===== src/logic/fbank_pkg.sv =====
// constants, types and helpers shared by the flip-flop bank design
// What this block does
// - bank width is a parameter; every bit has own data, true and inverted output
// - one preset, one clear and one clock input are shared by the whole bank
// - each dual-edge bank has one rising-edge enable and one falling-edge enable shared by its bits
// - clear low with preset high forces every bit to 0, inverse to 1
// - preset low with clear high forces every bit to 1, inverse to 0
// - preset and clear both low drive true and inverted outputs both to 1
// - dual-edge data bank holds its bits while both edge enables are low
// - dual-edge data bank loads data on an enabled rising clock edge
// - dual-edge data bank loads data on an enabled falling clock edge
// - with a steady clock and controls inactive every flip-flop bit holds its value
// - dual-edge toggle bank, enabled rising edge, j 0 k 1 resets bit
// - dual-edge toggle bank, enabled rising edge, j 1 k 0 sets bit
// - dual-edge toggle bank, enabled rising edge, j and k 1 toggles bit
// - dual-edge toggle bank, enabled rising edge, j and k 0 holds bit
// - enabled falling edge applies the same j-k action as a rising one
// - a gated set-reset latch and a gated data latch are also provided
// - single-edge toggle bank changes only on the falling clock edge
// - single-edge data bank loads only on the rising clock edge
// - gated latch follows input while gate high, freezes when gate falls
package fbank_pkg;

   localparam int FBANK_N_DEF = 2;
   localparam logic FBANK_RST_Q = 1'b0;
   localparam logic FBANK_RST_QN = 1'b1;
   localparam logic FBANK_CLK_RST = 1'b0;

   // index of each edge bank in the control array
   localparam int FBANK_RD = 0;
   localparam int FBANK_FK = 1;
   localparam int FBANK_DD = 2;
   localparam int FBANK_DK = 3;
   localparam int FBANK_NBANK = 4;

   typedef enum logic {
      FBANK_SR = 1'b0,
      FBANK_D = 1'b1
   } fbank_latch_mode_t;

   // shared controls of one bank; clk is the gate for latches
   typedef struct packed {
      logic preset_n;
      logic async_clear_n;
      logic clk;
      logic rise_edge_enable;
      logic fall_edge_enable;
   } fbank_ctrl_t;

   // j-k step of one bit
   function automatic logic fbank_jk(input logic q, input logic j, input logic k);
      logic r;
      r = (j & ~q) | (~k & q);
      return r;
   endfunction

endpackage : fbank_pkg


===== src/logic/fbank_edge.sv =====
// clock pin edge detector, one clock pulse per edge
module fbank_edge (
   input wire logic mclk_in,
   input wire logic rstn_in,
   input wire logic pin_in,
   output logic rise_out,
   output logic fall_out
);

   logic prev_reg;
   logic valid_reg;

   // first sample after reset only primes the history
   always_ff @(posedge mclk_in or negedge rstn_in) begin
      if (!rstn_in) begin
         prev_reg <= fbank_pkg::FBANK_CLK_RST;
         valid_reg <= 1'b0;
      end else begin
         prev_reg <= pin_in;
         valid_reg <= 1'b1;
      end
   end

   assign rise_out = valid_reg & pin_in & ~prev_reg;
   assign fall_out = valid_reg & ~pin_in & prev_reg;

endmodule // fbank_edge


===== src/logic/fbank_latch.sv =====
// gated latch bank, set-reset or data form
module fbank_latch #(
   parameter int N = fbank_pkg::FBANK_N_DEF,
   parameter fbank_pkg::fbank_latch_mode_t MODE = fbank_pkg::FBANK_D
) (
   input wire logic mclk_in,
   input wire logic rstn_in,
   input wire fbank_pkg::fbank_ctrl_t ctrl_in,
   input wire logic [N-1:0] a_in,
   input wire logic [N-1:0] b_in,
   output logic [N-1:0] q_out,
   output logic [N-1:0] qn_out
);

   if (N < 1) begin : g_width_chk
      $error("bank width must be at least 1");
   end

   always_ff @(posedge mclk_in or negedge rstn_in) begin
      if (!rstn_in) begin
         q_out <= {N{fbank_pkg::FBANK_RST_Q}};
         qn_out <= {N{fbank_pkg::FBANK_RST_QN}};
      end else if (!ctrl_in.preset_n && !ctrl_in.async_clear_n) begin
         q_out <= '1;
         qn_out <= '1;
      end else if (!ctrl_in.async_clear_n) begin
         q_out <= '0;
         qn_out <= '1;
      end else if (!ctrl_in.preset_n) begin
         q_out <= '1;
         qn_out <= '0;
      end else if (ctrl_in.clk) begin
         if (MODE == fbank_pkg::FBANK_D) begin
            q_out <= a_in;
            qn_out <= ~a_in;
         end else begin
            // set and reset both high give 1 on both outputs
            q_out <= (q_out & ~b_in) | a_in;
            qn_out <= (qn_out & ~a_in) | b_in;
         end
      end
   end
endmodule // fbank_latch


===== src/logic/fbank_top.sv =====
// bank of flip-flop and latch primitives on one system clock
module fbank_top #(
   parameter int N = fbank_pkg::FBANK_N_DEF
) (
   input wire logic mclk_in,
   input wire logic rstn_in,
   input wire fbank_pkg::fbank_ctrl_t rd_ctrl_in,
   input wire logic [N-1:0] rd_d_in,
   output logic [N-1:0] rd_q_out,
   output logic [N-1:0] rd_qn_out,
   input wire fbank_pkg::fbank_ctrl_t fk_ctrl_in,
   input wire logic [N-1:0] fk_j_in,
   input wire logic [N-1:0] fk_k_in,
   output logic [N-1:0] fk_q_out,
   output logic [N-1:0] fk_qn_out,
   input wire fbank_pkg::fbank_ctrl_t dd_ctrl_in,
   input wire logic [N-1:0] dd_d_in,
   output logic [N-1:0] dd_q_out,
   output logic [N-1:0] dd_qn_out,
   input wire fbank_pkg::fbank_ctrl_t dk_ctrl_in,
   input wire logic [N-1:0] dk_j_in,
   input wire logic [N-1:0] dk_k_in,
   output logic [N-1:0] dk_q_out,
   output logic [N-1:0] dk_qn_out,
   input wire fbank_pkg::fbank_ctrl_t sl_ctrl_in,
   input wire logic [N-1:0] sl_s_in,
   input wire logic [N-1:0] sl_r_in,
   output logic [N-1:0] sl_q_out,
   output logic [N-1:0] sl_qn_out,
   input wire fbank_pkg::fbank_ctrl_t tl_ctrl_in,
   input wire logic [N-1:0] tl_d_in,
   output logic [N-1:0] tl_q_out,
   output logic [N-1:0] tl_qn_out
);

   if (N < 1) begin : g_width_chk
      $error("bank width must be at least 1");
   end

   fbank_pkg::fbank_ctrl_t ctl [fbank_pkg::FBANK_NBANK];
   logic [fbank_pkg::FBANK_NBANK-1:0] rise_ev;
   logic [fbank_pkg::FBANK_NBANK-1:0] fall_ev;
   logic [N-1:0] rd_q_reg;
   logic [N-1:0] rd_qn_reg;
   logic [N-1:0] fk_q_reg;
   logic [N-1:0] fk_qn_reg;
   logic [N-1:0] dd_q_reg;
   logic [N-1:0] dd_qn_reg;
   logic [N-1:0] dk_q_reg;
   logic [N-1:0] dk_qn_reg;
   logic [N-1:0] fk_next;
   logic [N-1:0] dk_next;
   logic dd_load;
   logic dk_load;

   // one shared control group per bank
   assign ctl[fbank_pkg::FBANK_RD] = rd_ctrl_in;
   assign ctl[fbank_pkg::FBANK_FK] = fk_ctrl_in;
   assign ctl[fbank_pkg::FBANK_DD] = dd_ctrl_in;
   assign ctl[fbank_pkg::FBANK_DK] = dk_ctrl_in;

   // clock pin edges of each edge bank
   for (genvar b = 0; b < fbank_pkg::FBANK_NBANK; b++) begin : g_edge
      fbank_edge u_edge (
         .mclk_in(mclk_in),
         .rstn_in(rstn_in),
         .pin_in(ctl[b].clk),
         .rise_out(rise_ev[b]),
         .fall_out(fall_ev[b])
      );
   end

   // per-bit j-k next values
   for (genvar i = 0; i < N; i++) begin : g_jk
      assign fk_next[i] = fbank_pkg::fbank_jk(fk_q_reg[i], fk_j_in[i], fk_k_in[i]);
      assign dk_next[i] = fbank_pkg::fbank_jk(dk_q_reg[i], dk_j_in[i], dk_k_in[i]);
   end

   // enabled edges of the dual-edge banks
   assign dd_load = (rise_ev[fbank_pkg::FBANK_DD] & dd_ctrl_in.rise_edge_enable)
      | (fall_ev[fbank_pkg::FBANK_DD] & dd_ctrl_in.fall_edge_enable);
   assign dk_load = (rise_ev[fbank_pkg::FBANK_DK] & dk_ctrl_in.rise_edge_enable)
      | (fall_ev[fbank_pkg::FBANK_DK] & dk_ctrl_in.fall_edge_enable);

   // rising-edge data bank
   always_ff @(posedge mclk_in or negedge rstn_in) begin
      if (!rstn_in) begin
         rd_q_reg <= {N{fbank_pkg::FBANK_RST_Q}};
         rd_qn_reg <= {N{fbank_pkg::FBANK_RST_QN}};
      end else if (!rd_ctrl_in.preset_n && !rd_ctrl_in.async_clear_n) begin
         rd_q_reg <= '1;
         rd_qn_reg <= '1;
      end else if (!rd_ctrl_in.async_clear_n) begin
         rd_q_reg <= '0;
         rd_qn_reg <= '1;
      end else if (!rd_ctrl_in.preset_n) begin
         rd_q_reg <= '1;
         rd_qn_reg <= '0;
      end else if (rise_ev[fbank_pkg::FBANK_RD]) begin
         rd_q_reg <= rd_d_in;
         rd_qn_reg <= ~rd_d_in;
      end
   end

   // falling-edge j-k bank
   always_ff @(posedge mclk_in or negedge rstn_in) begin
      if (!rstn_in) begin
         fk_q_reg <= {N{fbank_pkg::FBANK_RST_Q}};
         fk_qn_reg <= {N{fbank_pkg::FBANK_RST_QN}};
      end else if (!fk_ctrl_in.preset_n && !fk_ctrl_in.async_clear_n) begin
         fk_q_reg <= '1;
         fk_qn_reg <= '1;
      end else if (!fk_ctrl_in.async_clear_n) begin
         fk_q_reg <= '0;
         fk_qn_reg <= '1;
      end else if (!fk_ctrl_in.preset_n) begin
         fk_q_reg <= '1;
         fk_qn_reg <= '0;
      end else if (fall_ev[fbank_pkg::FBANK_FK]) begin
         fk_q_reg <= fk_next;
         fk_qn_reg <= ~fk_next;
      end
   end

   // dual-edge data bank
   always_ff @(posedge mclk_in or negedge rstn_in) begin
      if (!rstn_in) begin
         dd_q_reg <= {N{fbank_pkg::FBANK_RST_Q}};
         dd_qn_reg <= {N{fbank_pkg::FBANK_RST_QN}};
      end else if (!dd_ctrl_in.preset_n && !dd_ctrl_in.async_clear_n) begin
         dd_q_reg <= '1;
         dd_qn_reg <= '1;
      end else if (!dd_ctrl_in.async_clear_n) begin
         dd_q_reg <= '0;
         dd_qn_reg <= '1;
      end else if (!dd_ctrl_in.preset_n) begin
         dd_q_reg <= '1;
         dd_qn_reg <= '0;
      end else if (dd_load) begin
         dd_q_reg <= dd_d_in;
         dd_qn_reg <= ~dd_d_in;
      end
   end

   // dual-edge j-k bank
   always_ff @(posedge mclk_in or negedge rstn_in) begin
      if (!rstn_in) begin
         dk_q_reg <= {N{fbank_pkg::FBANK_RST_Q}};
         dk_qn_reg <= {N{fbank_pkg::FBANK_RST_QN}};
      end else if (!dk_ctrl_in.preset_n && !dk_ctrl_in.async_clear_n) begin
         dk_q_reg <= '1;
         dk_qn_reg <= '1;
      end else if (!dk_ctrl_in.async_clear_n) begin
         dk_q_reg <= '0;
         dk_qn_reg <= '1;
      end else if (!dk_ctrl_in.preset_n) begin
         dk_q_reg <= '1;
         dk_qn_reg <= '0;
      end else if (dk_load) begin
         dk_q_reg <= dk_next;
         dk_qn_reg <= ~dk_next;
      end
   end

   assign rd_q_out = rd_q_reg;
   assign rd_qn_out = rd_qn_reg;
   assign fk_q_out = fk_q_reg;
   assign fk_qn_out = fk_qn_reg;
   assign dd_q_out = dd_q_reg;
   assign dd_qn_out = dd_qn_reg;
   assign dk_q_out = dk_q_reg;
   assign dk_qn_out = dk_qn_reg;

   // gated latches
   fbank_latch #(
      .N(N),
      .MODE(fbank_pkg::FBANK_SR)
   ) u_sr_latch (
      .mclk_in(mclk_in),
      .rstn_in(rstn_in),
      .ctrl_in(sl_ctrl_in),
      .a_in(sl_s_in),
      .b_in(sl_r_in),
      .q_out(sl_q_out),
      .qn_out(sl_qn_out)
   );

   fbank_latch #(
      .N(N),
      .MODE(fbank_pkg::FBANK_D)
   ) u_d_latch (
      .mclk_in(mclk_in),
      .rstn_in(rstn_in),
      .ctrl_in(tl_ctrl_in),
      .a_in(tl_d_in),
      .b_in('0),
      .q_out(tl_q_out),
      .qn_out(tl_qn_out)
   );
endmodule // fbank_top


===== config.mk =====
export PLATFORM = sky130hd
export DESIGN_NAME = fbank_top
export DESIGN_NICKNAME = d
export VERILOG_FILES = /design/src/logic/fbank_pkg.sv /design/src/logic/fbank_edge.sv /design/src/logic/fbank_latch.sv /design/src/logic/fbank_top.sv
export SDC_FILE = /design/constraint.sdc
export NUM_CORES = 1
export LEC_CHECK = 0
export BUFFER_PORTS_ARGS = -buffer_cell sky130_fd_sc_hd__buf_2
export CORE_ASPECT_RATIO = 1.5
export CORE_MARGIN = 1.5
export CORE_UTILIZATION = 40
export CTS_CLUSTER_DIAMETER = 150
export DETAILED_ROUTE_END_ITERATION = 6
export GPL_TIMING_DRIVEN = 0
export PLACE_DENSITY = 0.82
export SLEW_MARGIN = 20
export SYNTH_ARGS = -nofsm -noshare
export SYNTH_HDL_FRONTEND = slang
export SYNTH_SLANG_ARGS = --single-unit

===== constraint.sdc =====
create_clock -name mclk_in -period 1.9 [get_ports mclk_in]
set_clock_uncertainty 0.1 [all_clocks]
set_input_delay 0.57 -clock mclk_in [delete_from_list [all_inputs] [get_ports mclk_in]]
set_output_delay 0.57 -clock mclk_in [all_outputs]
set_load 0.01 [all_outputs]

==> results.md, run 1 <==
- The number of max-slew violations in the final report came to 0.
- The number of setup violations in the final report is 0.
- The number of placed instances, taps included, is around 240.
- Of the total power, registers draw 44.6%.
- The number of clock sinks is 29.
- The initial antenna violation count is 0.
- The hold buffer count at CTS is 0.
- Setup repair after global routing left no endpoint under its margin.
- The post-synthesis instance area is roughly 1400 sq um.
- The leakage dissipation is 0.930 nW.
- The global-route met3 utilization is about 4.2%.
- For the final routed database, the setup TNS stands at 0 ns.
- Leaving out filler cells and counting taps, the final layout contains roughly 250.
- The worst setup path is captured at a flop.
- The synthesized area per cell is 10.7 sq um.
- The count of buffers added on input and output ports is 65.
- Subtracting the final worst setup slack from the clock period gives between 1.5 and 2 ns.
- In this run the number of H-tree levels came out at 2.
- The relative slew slack is between 50 and 60%.
- The number of global-route vias before repair was 1230.
- The DRC violations left is 0.
- The first global-routing pass estimated 4970 um of wire.
- Of the total power, the share spent switching nets is 23.1%.
- The synthesis-stage register bit count is 29.
- The number of gates resized after CTS is 0.
- The die is around 75 um tall.
- The classification of the worst-slack hold path is in2async.
- The worst path uses approximately nine tenths of the clock period.
- After the first detailed-routing iteration, the DRC count stood at 26.
- In the layout the commonest cells are sky130_fd_sc_hd__buf_2, sky130_fd_sc_hd__dfrtp_1, sky130_fd_sc_hd__o21ai_0.
- The insertion delay of the later-clocked pin in the worst-skew pair is roughly 0.27 ns.
- The clock buffer count from CTS is 5.
- Across every metal layer, demand over resource in global routing totals around 17%.
- The share of total power dissipated in combinational logic is ~15%.
- The final number of hold-violating endpoints is 0.
- The area of the core is ~3400 sq um.
- The internal power of the cells totals 1.23 mW.
- The wire length per cell after detailed routing is approximately 12 um.
- The most congested layer reported by global routing is met2.
- The met1 usage in global routing is roughly 17%.
- Row generation in the floorplan step produced 26 rows.
- TritonCTS built the clock tree.
- The maximum number of pins on one net before global-route repair is 30.
- The number of instances in the synthesized netlist is between 100 and 150.
- The path type of the worst setup path is reg2reg.
- Summing internal, switching and leakage power gives 1.59 mW.
- The effective utilization at floorplan is around two fifths.
- The flow ran to the end, and the final reports show no timing, DRC or antenna violations.
- The tightest hold path in the finished design has a slack of 0.206 ns.
- Data arrives at the worst endpoint at 1.77 ns.
- The number of nets produced by synthesis is between 150 and 200.
- The number of vias after detailed routing is 1235.
- The number of maximum-capacitance violations is 0.
- The number of top-level pins is 74.
- The required time of the critical path is 2.00 ns.
- Counting the fill cells in the layout gives 330.
- The detail route stage leaves a number of antenna-violating nets equal to 0.
- The total die area is a little under 4000 sq um.
- The clock network is responsible for approximately 40% of the overall power.
- The share of final-layout standard cells stronger than drive strength 1 is between 40% and 50%.
- CTS placed an instance of sky130_fd_sc_hd__clkbuf_8 at the clock tree root.
- Compared with the post-synthesis result, the final layout area differs by 35.5%.
- For the pin with the worst max-slew slack, the measured transition is around 0.67 ns.
- Yosys mapped the design onto 29 distinct sky130hd cell types.
- Dividing the detail-routed via count by the number of cells gives about 5.0.
- The power density over the cells is 846 nW/um^2.
- In this run the worst path has a maximum fanout of 8.
- The HPWL after detailed placement is between 2000 and 2500 um.
- After the last flow step, the layout net total stands at around 250.
- The total wirelength of the detailed-routed design is a little under 3000 um.
- In this run the power spent charging and discharging nets is approximately 370 uW.
- The die span in x is 51.2 um.
- The number of flip-flops in the largest register is 4.
- IR analysis of the VDD net gives a maximum drop of between 400 and 500 uV.
- The highest clock frequency the design can meet is about 600 MHz.
- The library cell used most frequently in the layout, excluding fill and tap cells, is sky130_fd_sc_hd__buf_2.
- Summed over all layers, the global routing overflow is 0.
- The sequential-to-total area share from yosys stat is between 50% and 60%.
- The clock passes through at most 2 buffers.
- At the end of routability-driven placement, the weighted congestion stood at between 0.8 and 0.9.
- The global routing met2 resource utilization is between 30% and 40%.
- The clock-pin slew on the worst setup and hold paths is around 0.060 ns.
- The length of the first detailed-routing pass in iterations is 3.
- The number of antenna diodes in the final layout is 0.
- The worst setup path is launched from a flop.
- Buffers added to address setup during post-CTS repair amount to 0.
- The warning count from the yosys run is 0.
## critical path: stages (launching register included)
cell	delay, ns
sky130_fd_sc_hd__dfrtp_1	0.37
sky130_fd_sc_hd__buf_6	0.13
sky130_fd_sc_hd__and4b_1	0.17
sky130_fd_sc_hd__clkbuf_1	0.16
sky130_fd_sc_hd__o221a_1	0.29
sky130_fd_sc_hd__or3b_1	0.38
## cells by family (layout without fill, tap and decap cells)
| group | count (synthesis) | after routing | share of synthesized area (%) |
|---|---|---|---|
| other | 1 | 1 | 0.270 |
| DFF | 29 | 29 | 53.2 |
| buffers and inverters | 15 | 88 | 5.13 |
| and+or+nand+nor | 43 | 43 | 18.0 |
| AOI/OAI and AO/OA | 32 | 32 | 15.8 |
| muxes | 10 | 10 | 7.55 |
## final timing paths
check                      slack, ns                   endpoint                        from  depth (start not counted)
max                             0.23               dk_qn_out[0]  g_edge[3].u_edge.valid_reg                          5
min                             0.21        u_sr_latch.q_out[1]                     rstn_in                          1
max reg2reg                     0.23               dk_qn_out[0]  g_edge[3].u_edge.valid_reg                          5
min reg2reg                     0.46                dd_q_out[0]                 dd_q_out[0]                          1
max in group asynchronous       1.08                fk_q_out[0]                     rstn_in                          1
min in group mclk_in            0.32  g_edge[1].u_edge.prev_reg               fk_ctrl_in[2]                          1
## synth_stat cells, drive strengths merged
cell / count / area, sq um
a311o: 1 / 10.0
o31ai: 5 / 37.5
nand2b: 1 / 6.26
o311ai: 1 / 8.76
conb: 1 / 3.75
or3b: 2 / 17.5
dfstp: 12 / 315
nand4: 2 / 12.5
a21oi: 1 / 5.00
mux2: 4 / 45.0
and4b: 4 / 40.0
a311oi: 1 / 8.76
nor3: 2 / 10.0
nor2b: 8 / 50.1
a21boi: 5 / 37.5
dfrtp: 17 / 425
nand2: 10 / 37.5
clkbuf: 1 / 3.75
nor2: 7 / 26.3
nand3b: 1 / 7.51
inv: 12 / 45.0
and2: 4 / 25.0
mux2i: 6 / 60.1
o41ai: 2 / 17.5
o221a: 2 / 22.5
buf: 2 / 22.5
nand4b: 2 / 17.5
o21ai: 13 / 65.1
o211ai: 1 / 7.51
## per-stage QoR
step                util (%)  instance area [sq um]  worst slack, ns
floorplan                  -                   1390            0.220
global placement        52.8                   1770          -0.0181
detailed placement      52.8                   1770          -0.0447
CTS                     56.3                   1890            0.223
global route            56.3                   1890            0.131
finish                  56.3                   1890            0.226
## power groups by stage
stage                     clock network [mW]  logic (mW)  registers (mW)
after floorplan                            0      0.0932           0.741
after global placement                     0       0.236           0.720
after detailed placement                   0       0.243           0.721
after CTS                              0.665       0.244           0.712
after global routing                   0.695       0.271           0.720
final                                  0.644       0.239           0.712
## area by class of cell
cell class              count  area [sq um]  share of cell area, %
flip-flops and latches     29           741                   39.3
plain buffers               3          26.3                   1.39
multi-input cells          86           579                   30.7
inverters                  12          45.0                   2.39
clock inverters             1          30.0                   1.59
well taps                  42          52.6                   2.79
clock buffers               7          86.3                   4.58
repair buffers             65           325                   17.3
## layer usage
metal,vias up,wire length [um]
met1,595,1060
li1,604,-
met4,0,49
met5,-,0
met2,31,1760
met3,5,114
Note: power is estimated with default switching activity, not from simulation.
==> run 2, diff against run 1 <==
--- a/config.mk
+++ b/config.mk
@@ -12,6 +12,7 @@
 export CTS_CLUSTER_DIAMETER = 150
 export DETAILED_ROUTE_END_ITERATION = 6
 export GPL_TIMING_DRIVEN = 0
+export MAX_ROUTING_LAYER = met4
 export PLACE_DENSITY = 0.82
 export SLEW_MARGIN = 20
 export SYNTH_ARGS = -nofsm -noshare
==> run 2 against run 1 <==
Sequential power barely moved. First-iteration DRC count did not move. Routed wire length barely moved. Die area did not move. Via count barely moved. Clock-buffer cell count did not move. Final cell count did not move. Critical path type unchanged. Largest power group unchanged.
==> results.md, run 2 (synthesis results as in run 1) <==
- The number of placement rows is 26 (unchanged).
- The highest clock frequency the design can meet came to 598 MHz (about the same).
- In this run the worst hold path is classified as in2async.
- The total half-perimeter wirelength after legalization and detailed placement came to 2400 um (unchanged).
- In this run the worst setup path begins at g_edge[3].u_edge.valid_reg.
- The number of setup violations in the final report came to 0 (unchanged).
- The number of global-route vias before repair was 1227 (-0.24%).
- The root buffer cell is sky130_fd_sc_hd__clkbuf_8.
- The time the final worst path needs with I/O delays and setup is 1.67 ns (-0.000712 ns).
- Setup repair after global routing left no endpoint under its margin.
- The share of final-layout standard cells stronger than drive strength 1 came to 44.3% (unchanged).
- The slew at the pin with the worst max-slew slack is 0.670 ns (unchanged).
- The combined buffer and inverter count along the critical path is 2 (unchanged).
- The iteration-0 DRC count of the detailed router is 26 (unchanged).
- The hold buffer count at CTS was 0 (unchanged).
- The number of vias per cell after detailed routing was 5.04 (about the same).
- The global placement routability congestion came to 0.834 (+1.5%).
- The flow ran to the end, and the final reports show no timing, DRC or antenna violations.
- The library cell used most frequently in the layout, excluding fill and tap cells, is sky130_fd_sc_hd__buf_2.
- The post-route fraction of the period consumed by the critical path is 88.1% (about the same).
- The standard cell area after detailed placement is 1770 sq um (unchanged).
- The net count reported at finish is 252 (unchanged).
- The slowest stage of the critical path belongs to the cell sky130_fd_sc_hd__or3b_1.
- The total power draw is 1.59 mW (about the same).
- The wire length per cell after detailed routing is 12.2 um (about the same).
- The insertion delay of the later-clocked pin in the worst-skew pair was 0.27 ns (about the same).
- The cell area after layout came to 1890 sq um (unchanged).
- The instance count on the critical path was 5 (unchanged).
- The die span in x is 51.2 um (unchanged).
- STA classifies the critical path startpoint as a flop.
- The required time of the critical path is 2.00 ns (about the same).
- The post-CTS setup buffer count was 0 (unchanged).
- The highest net fanout along the worst path came to 8 (unchanged).
- The number of vias after detailed routing is 1236 (+0.081%).
- The data arrival time of the critical path came to 1.77 ns (about the same).
- The number of clock sinks is 29 (unchanged).
- The maximum number of pins on one net before global-route repair is 30 (unchanged).
- The worst hold slack across all endpoints is 0.205 ns (-0.000823 ns).
- The final antenna-violating net count is 0 (unchanged).
- The clock-pin slew on the worst setup and hold paths is 0.06 ns (about the same).
- The length of the first detailed-routing pass in iterations came to 3 (unchanged).
- The number of antenna cells inserted is 0 (unchanged).
- The sum of negative setup slack is 0 ns (unchanged).
- The relative slew slack is 55.1% (unchanged).
- The number of top-level pins is 74 (unchanged).
- The number of flip-flops in the largest register is 4 (unchanged).
- The area of the core is 3350 sq um (unchanged).
- In this run the critical register-to-register path is launched from g_edge[3].u_edge.valid_reg.
- The number of max-slew violations in the final report is 0 (unchanged).
- The layout overhead on the synthesized area was 35.5% (unchanged).
- The capture point of the worst reg-to-reg path is dk_qn_out[0].
- The count of buffers from port buffering is 65 (unchanged).
- The final number of hold-violating endpoints came to 0 (unchanged).
- The effective utilization at floorplan is 41.5% (unchanged).
- The buffer depth of the longest clock path is 2 (unchanged).
- The timing endpoint of the critical path is dk_qn_out[0].
- The power density over the cells was 846 nW/um^2 (about the same).
- The number of maximum-capacitance violations came to 0 (unchanged).
- The global-route usage over all layers was 17.8% (+0.41 points).
- The aggregate global routing overflow is 0 (unchanged).
- Broken down by cell family, the worst path's largest delay share belongs to simple AND/OR/NAND/NOR gates.
- The total die area is 3850 sq um (unchanged).
- The flop-to-flop setup slack was 0.23 ns (about the same).
- The number of levels in the clock H-tree is 2 (unchanged).
- The library cells used most frequently in the layout, excluding fill and tap cells, are sky130_fd_sc_hd__buf_2, sky130_fd_sc_hd__dfrtp_1, sky130_fd_sc_hd__o21ai_0.
- The longest individual stage delay on the worst path is 0.38 ns (about the same).
- The leakage dissipation was 0.930 nW (unchanged).
- The TritonCTS clock tree is yes.
- The global-route wire length before repair is 4950 um (-0.28%).
- The count of cells along the worst register-to-register path is 5 (unchanged).
- The number of gates resized after CTS came to 0 (unchanged).
- The setup path with the least slack is of type reg2reg.
- The die outline height came to 75.2 um (unchanged).
- STA classifies the critical path endpoint as a flop.
- The worst vdd rail ir drop came to 474 uV (about the same).
- The total wirelength of the detailed-routed design is 2980 um (about the same).
- The clock buffer count from CTS was 5 (unchanged).
- The initial antenna violation count was 0 (unchanged).
- The DRC violations left is 0 (unchanged).
- Traced cell by cell, the critical path runs through buf_6, and4b_1, clkbuf_1, o221a_1, or3b_1.
## run 2: report_power, final
part | leakage (nW) | internal [mW] | total (mW) | switching [mW]
sequential | 0.315 | 0.682 | 0.712 | 0.0296
combinational | 0.556 | 0.117 | 0.239 | 0.122
clock | 0.0585 | 0.427 | 0.644 | 0.217
## run 2: area by class of cell
type                            instances  area [sq um]
Fill cell                             330          1470
Sequential cell                        29           741
Multi-Input combinational cell         86           579
Timing Repair Buffer                   65           325
Clock buffer                            7          86.3
Tap cell                               42          52.6
Inverter                               12          45.0
Clock inverter                          1          30.0
Buffer                                  3          26.3
## run 2: per-stage QoR
stage                     util (%)  worst slack (ns)  std cells
after floorplan                  -             0.220        130
after global placement        52.8           -0.0181        237
after detailed placement      52.8           -0.0447        237
after CTS                     56.3             0.223        245
after global routing          56.3             0.131        245
final                         56.3             0.227        245
## run 2: layer usage
metal	vias to the layer above	wire length, um	track usage, %
met5	-	0	-
met4	0	59	9.01
met3	6	95	2.38
met2	32	1760	33.9
met1	594	1060	17.1
li1	604	-	-
## run 2: how the worst min path moves through the flow
stage                      from                  end  slack, ns  cells after the start
floorplan               rstn_in          dd_q_out[0]       0.17                      0
global placement    dd_q_out[0]          dd_q_out[0]       0.42                      1
detailed placement  dd_q_out[0]          dd_q_out[0]       0.45                      1
CTS                     rstn_in   u_d_latch.q_out[0]       0.22                      1
global route            rstn_in   u_d_latch.q_out[0]       0.27                      1
finish                  rstn_in  u_sr_latch.q_out[1]       0.21                      1
==> run 3, diff against run 2 <==
--- a/config.mk
+++ b/config.mk
@@ -5,7 +5,9 @@
 export SDC_FILE = /design/constraint.sdc
 export NUM_CORES = 1
 export LEC_CHECK = 0
+export ABC_AREA = 1
 export BUFFER_PORTS_ARGS = -buffer_cell sky130_fd_sc_hd__buf_2
+export CAP_MARGIN = 20
 export CORE_ASPECT_RATIO = 1.5
 export CORE_MARGIN = 1.5
 export CORE_UTILIZATION = 40
@@ -13,7 +15,7 @@
 export DETAILED_ROUTE_END_ITERATION = 6
 export GPL_TIMING_DRIVEN = 0
 export MAX_ROUTING_LAYER = met4
-export PLACE_DENSITY = 0.82
+export PLACE_DENSITY = 0.81
 export SLEW_MARGIN = 20
 export SYNTH_ARGS = -nofsm -noshare
 export SYNTH_HDL_FRONTEND = slang
==> run 3 against run 2 <==
Sequential cell count unchanged. Global-route usage decreased by 1.1 points. Critical path depth decreased by 4. Area after synthesis increased by 1.5%. Via count increased by 10%. Largest power group unchanged. Highest routed layer unchanged.
==> results.md, run 3 <==
- The run finished with clean final reports.
- The cell area after layout is 1870 sq um (-0.80%).
- The final core utilization is 55.3% (-0.98 points).
- The number of vias after detailed routing is 1361 (+10%).
- The library cell used most frequently in the layout, excluding fill and tap cells, is sky130_fd_sc_hd__nand2_1.
- The met1 usage in global routing is 16.1% (-0.93 points).
- The relative slew slack is 58.6% (+3.5 points).
- The longest individual stage delay on the worst path is 0.54 ns (+0.16 ns).
- The post-synthesis instance area is 1410 sq um (+1.5%).
- The time the final worst path needs with I/O delays and setup is 1.60 ns (-0.0729 ns).
- By count the netlist is led by sky130_fd_sc_hd__nand2_1, sky130_fd_sc_hd__inv_1, sky130_fd_sc_hd__nand3_1, sky130_fd_sc_hd__dfrtp_1, sky130_fd_sc_hd__dfstp_2.
- The power density over the cells is 780 nW/um^2 (-7.8%).
- The slew at the pin with the worst max-slew slack was 0.621 ns (-0.0481 ns).
- The final cell count without fillers is 298 (+22%).
- The warning count from the yosys run is 0 (unchanged).
- The startpoint type of the worst setup path is a flop.
- The TritonCTS clock tree is yes.
- The number of flip-flops in the largest register came to 4 (unchanged).
- The fraction of registers with async set/reset is 100% (unchanged).
- The least setup slack across all paths after layout is 0.300 ns (+0.0729 ns).
- The path class of the tightest hold or removal check is in2async.
- The total power draw came to 1.46 mW (-8.5%).
- The standard cell area after detailed placement was 1790 sq um (+1.2%).
- The share of final-layout standard cells stronger than drive strength 1 came to 34.4% (-10 points).
- The leakage dissipation was 1.06 nW (+14%).
- The sequential-to-total area share from yosys stat is 52.4% (-0.80 points).
- The xor/xnor share of the synthesized area is 0% (unchanged).
- The complex-gate fraction of the synthesized area is 8.15% (-7.7 points).
- The synthesis-stage register bit count is 29 (unchanged).
- The total half-perimeter wirelength after legalization and detailed placement is 2250 um (-5.9%).
- The highest net fanout along the worst path is 2 (-6).
- The top cell types in the final layout, fill and taps aside, are sky130_fd_sc_hd__nand2_1, sky130_fd_sc_hd__buf_2, sky130_fd_sc_hd__inv_1.
- The synthesized area per cell is 7.72 sq um (-28%).
- The number of max-slew violations in the final report is 0 (unchanged).
- The initial antenna violation count is 0 (unchanged).
- The wire length per cell after detailed routing is 9.47 um (-22%).
- The number of flops mapped to enable cells by yosys is 0 (unchanged).
- After global routing, the most crowded layer is met2.
- The arithmetic-cell share of the synthesized area counting full adders, half adders and majority gates is 0% (unchanged).
- The required time of the critical path was 1.23 ns (-0.77 ns).
- The global-route wire length before repair is 4620 um (-6.7%).
- The length of the first detailed-routing pass in iterations was 4 (+1).
- The highest clock frequency the design can meet came to 625 MHz (+4.6%).
- The number of global-route vias before repair is 1194 (-2.7%).
- The commonest register cell after synthesis is sky130_fd_sc_hd__dfrtp_1.
- The global-route met3 utilization was 3.92% (+1.5 points).
- From synthesis to final layout, the design area changed by 32.4%.
- The total die area came to 3900 sq um (+1.4%).
- The cell type with the highest aggregate area in the netlist is sky130_fd_sc_hd__dfrtp_1.
- The effective utilization at floorplan is 41.8% (+0.23 points).
- The area of the core is 3380 sq um (+0.97%).
- The number of cells after detailed placement is 290 (+22%).
- By instance count, the leading cell after synthesis is sky130_fd_sc_hd__nand2_1.
- The number of instances in the synthesized netlist is 183 (+41%).
- The insertion delay of the later-clocked pin in the worst-skew pair was 0.27 ns (about the same).
- The sum of negative setup slack was 0 ns (unchanged).
- The combined buffer and inverter count along the critical path was 1 (-1).
- Yosys attributes the largest share of cell area to sky130_fd_sc_hd__dfrtp_1, sky130_fd_sc_hd__dfstp_2, sky130_fd_sc_hd__nand2_1, sky130_fd_sc_hd__nand3_1, sky130_fd_sc_hd__inv_1.
- The global placement routability congestion is 0.743 (-11%).
- The clock-pin slew on the worst setup and hold paths was 0.05 ns (about the same).
- Setup repair after global routing left no endpoint under its margin.
- By area, the combinational part of the netlist is dominated by simple AND/OR/NAND/NOR gates.
- The clock buffer count from CTS came to 5 (unchanged).
- The worst vdd rail ir drop was 491 uV (+3.6%).
- The count of cell types in the netlist was 19 (-34%).
- The kind of cell adding the most delay to the critical path is flip-flops.
- The placement-stage worst setup slack is 0.465 ns (+0.510 ns).
- The number of clock sinks is 29 (unchanged).
- The number of nets produced by synthesis is 233 (+29%).
- The die span in x was 51.5 um (+0.71%).
- The number of gates resized after CTS came to 0 (unchanged).
- The post-route fraction of the period consumed by the critical path was 84.2% (-3.8 points).
- The post-synthesis mux area share is 0% (-7.6 points).
- The die outline height is 75.8 um (+0.73%).
- The total wirelength of the detailed-routed design is 2820 um (-5.2%).
- The critical path in this run is classified as reg2out.
- Walking the worst path, the cells encountered are buf_2.
- The DRC violations left was 0 (unchanged).
- The aggregate global routing overflow is 0 (unchanged).
- The maximum number of pins on one net before global-route repair is 30 (unchanged).
- The final antenna-violating net count is 0 (unchanged).
- The number of placement rows is 26 (unchanged).
- The fill cell instance count of the final layout is 356 (+7.9%).
- The number of vias per cell after detailed routing is 4.57 (-9.5%).
- The worst hold slack across all endpoints is 0.218 ns (+0.0126 ns).
- The number of top-level pins is 74 (unchanged).
- The global-route usage over all layers is 16.6% (-1.1 points).
- The worst setup path is captured at a primary output.
- The net count reported at finish is 305 (+21%).
- The number of maximum-capacitance violations came to 0 (unchanged).
- The number of levels in the clock H-tree is 2 (unchanged).
- The hold buffer count at CTS came to 0 (unchanged).
- In this run the clock root is driven by a sky130_fd_sc_hd__clkbuf_8.
- The buffer depth of the longest clock path is 2 (unchanged).
- The number of antenna cells inserted is 0 (unchanged).
- The count of buffers from port buffering came to 65 (unchanged).
- The data arrival time of the critical path came to 0.93 ns (-0.84 ns).
- The number of setup violations in the final report came to 0 (unchanged).
- The iteration-0 DRC count of the detailed router was 6 (-77%).
- The global routing met2 resource utilization is 29.8% (-4.1 points).
- The area share of the leading cell type in the synthesized netlist is 30.1% (-0.46 points).
- The fraction of the mapped netlist area in simple logic gates is 32.0% (+14 points).
- The critical path's slowest cell is sky130_fd_sc_hd__dfstp_2.
- The post-CTS setup buffer count is 0 (unchanged).
- The final number of hold-violating endpoints was 0 (unchanged).
## run 3: path summary, 6_finish.rpt
path / from / to / slack [ns] / cells past startpoint
worst max-delay path: u_sr_latch.qn_out[0] / sl_qn_out[0] / 0.30 / 1
worst min-delay path: rstn_in / dd_q_out[0] / 0.22 / 1
worst max register to register: g_edge[3].u_edge.valid_reg / rd_q_out[0] / 0.78 / 4
worst min register to register: fk_qn_out[1] / fk_qn_out[1] / 0.36 / 2
max in group asynchronous: rstn_in / u_sr_latch.q_out[1] / 1.08 / 1
min in group mclk_in: fk_ctrl_in[2] / g_edge[1].u_edge.prev_reg / 0.32 / 1
## run 3: cells by family (layout without fill, tap and decap cells)
group / Yosys count / in the layout
AO/OA/AOI/OAI: 21 / 21
buffers and inverters: 27 / 100
flip-flops: 29 / 29
other: 1 / 1
AND/OR/NAND/NOR: 105 / 105
## run 3: layout make-up
class,instances,area [sq um],area share [%]
Clock buffer,8,80.1,4.28
Inverter,27,101,5.42
Multi-Input combinational cell,127,571,30.5
Sequential cell,29,741,39.6
Tap cell,42,52.6,2.81
Timing Repair Buffer,65,325,17.4
## run 3: per-layer routing
layer / vias up / part of all wire (%)
met5: - / 0
met4: 0 / 1.0
met3: 2 / 4.8
met2: 38 / 53
met1: 600 / 41
li1: 721 / -
## run 3: worst reg2reg max path, cell delays in order, from the launching register on
cell	delay (ns)
sky130_fd_sc_hd__dfrtp_1	0.41
sky130_fd_sc_hd__nand3b_1	0.18
sky130_fd_sc_hd__nand3_2	0.14
sky130_fd_sc_hd__nand2_1	0.09
sky130_fd_sc_hd__o21ai_0	0.08
## run 3: report_power, final
part | switching (mW) | total (mW) | internal (mW)
clock network | 0.201 | 0.460 | 0.259
registers | 0.0336 | 0.727 | 0.694
logic | 0.155 | 0.271 | 0.116
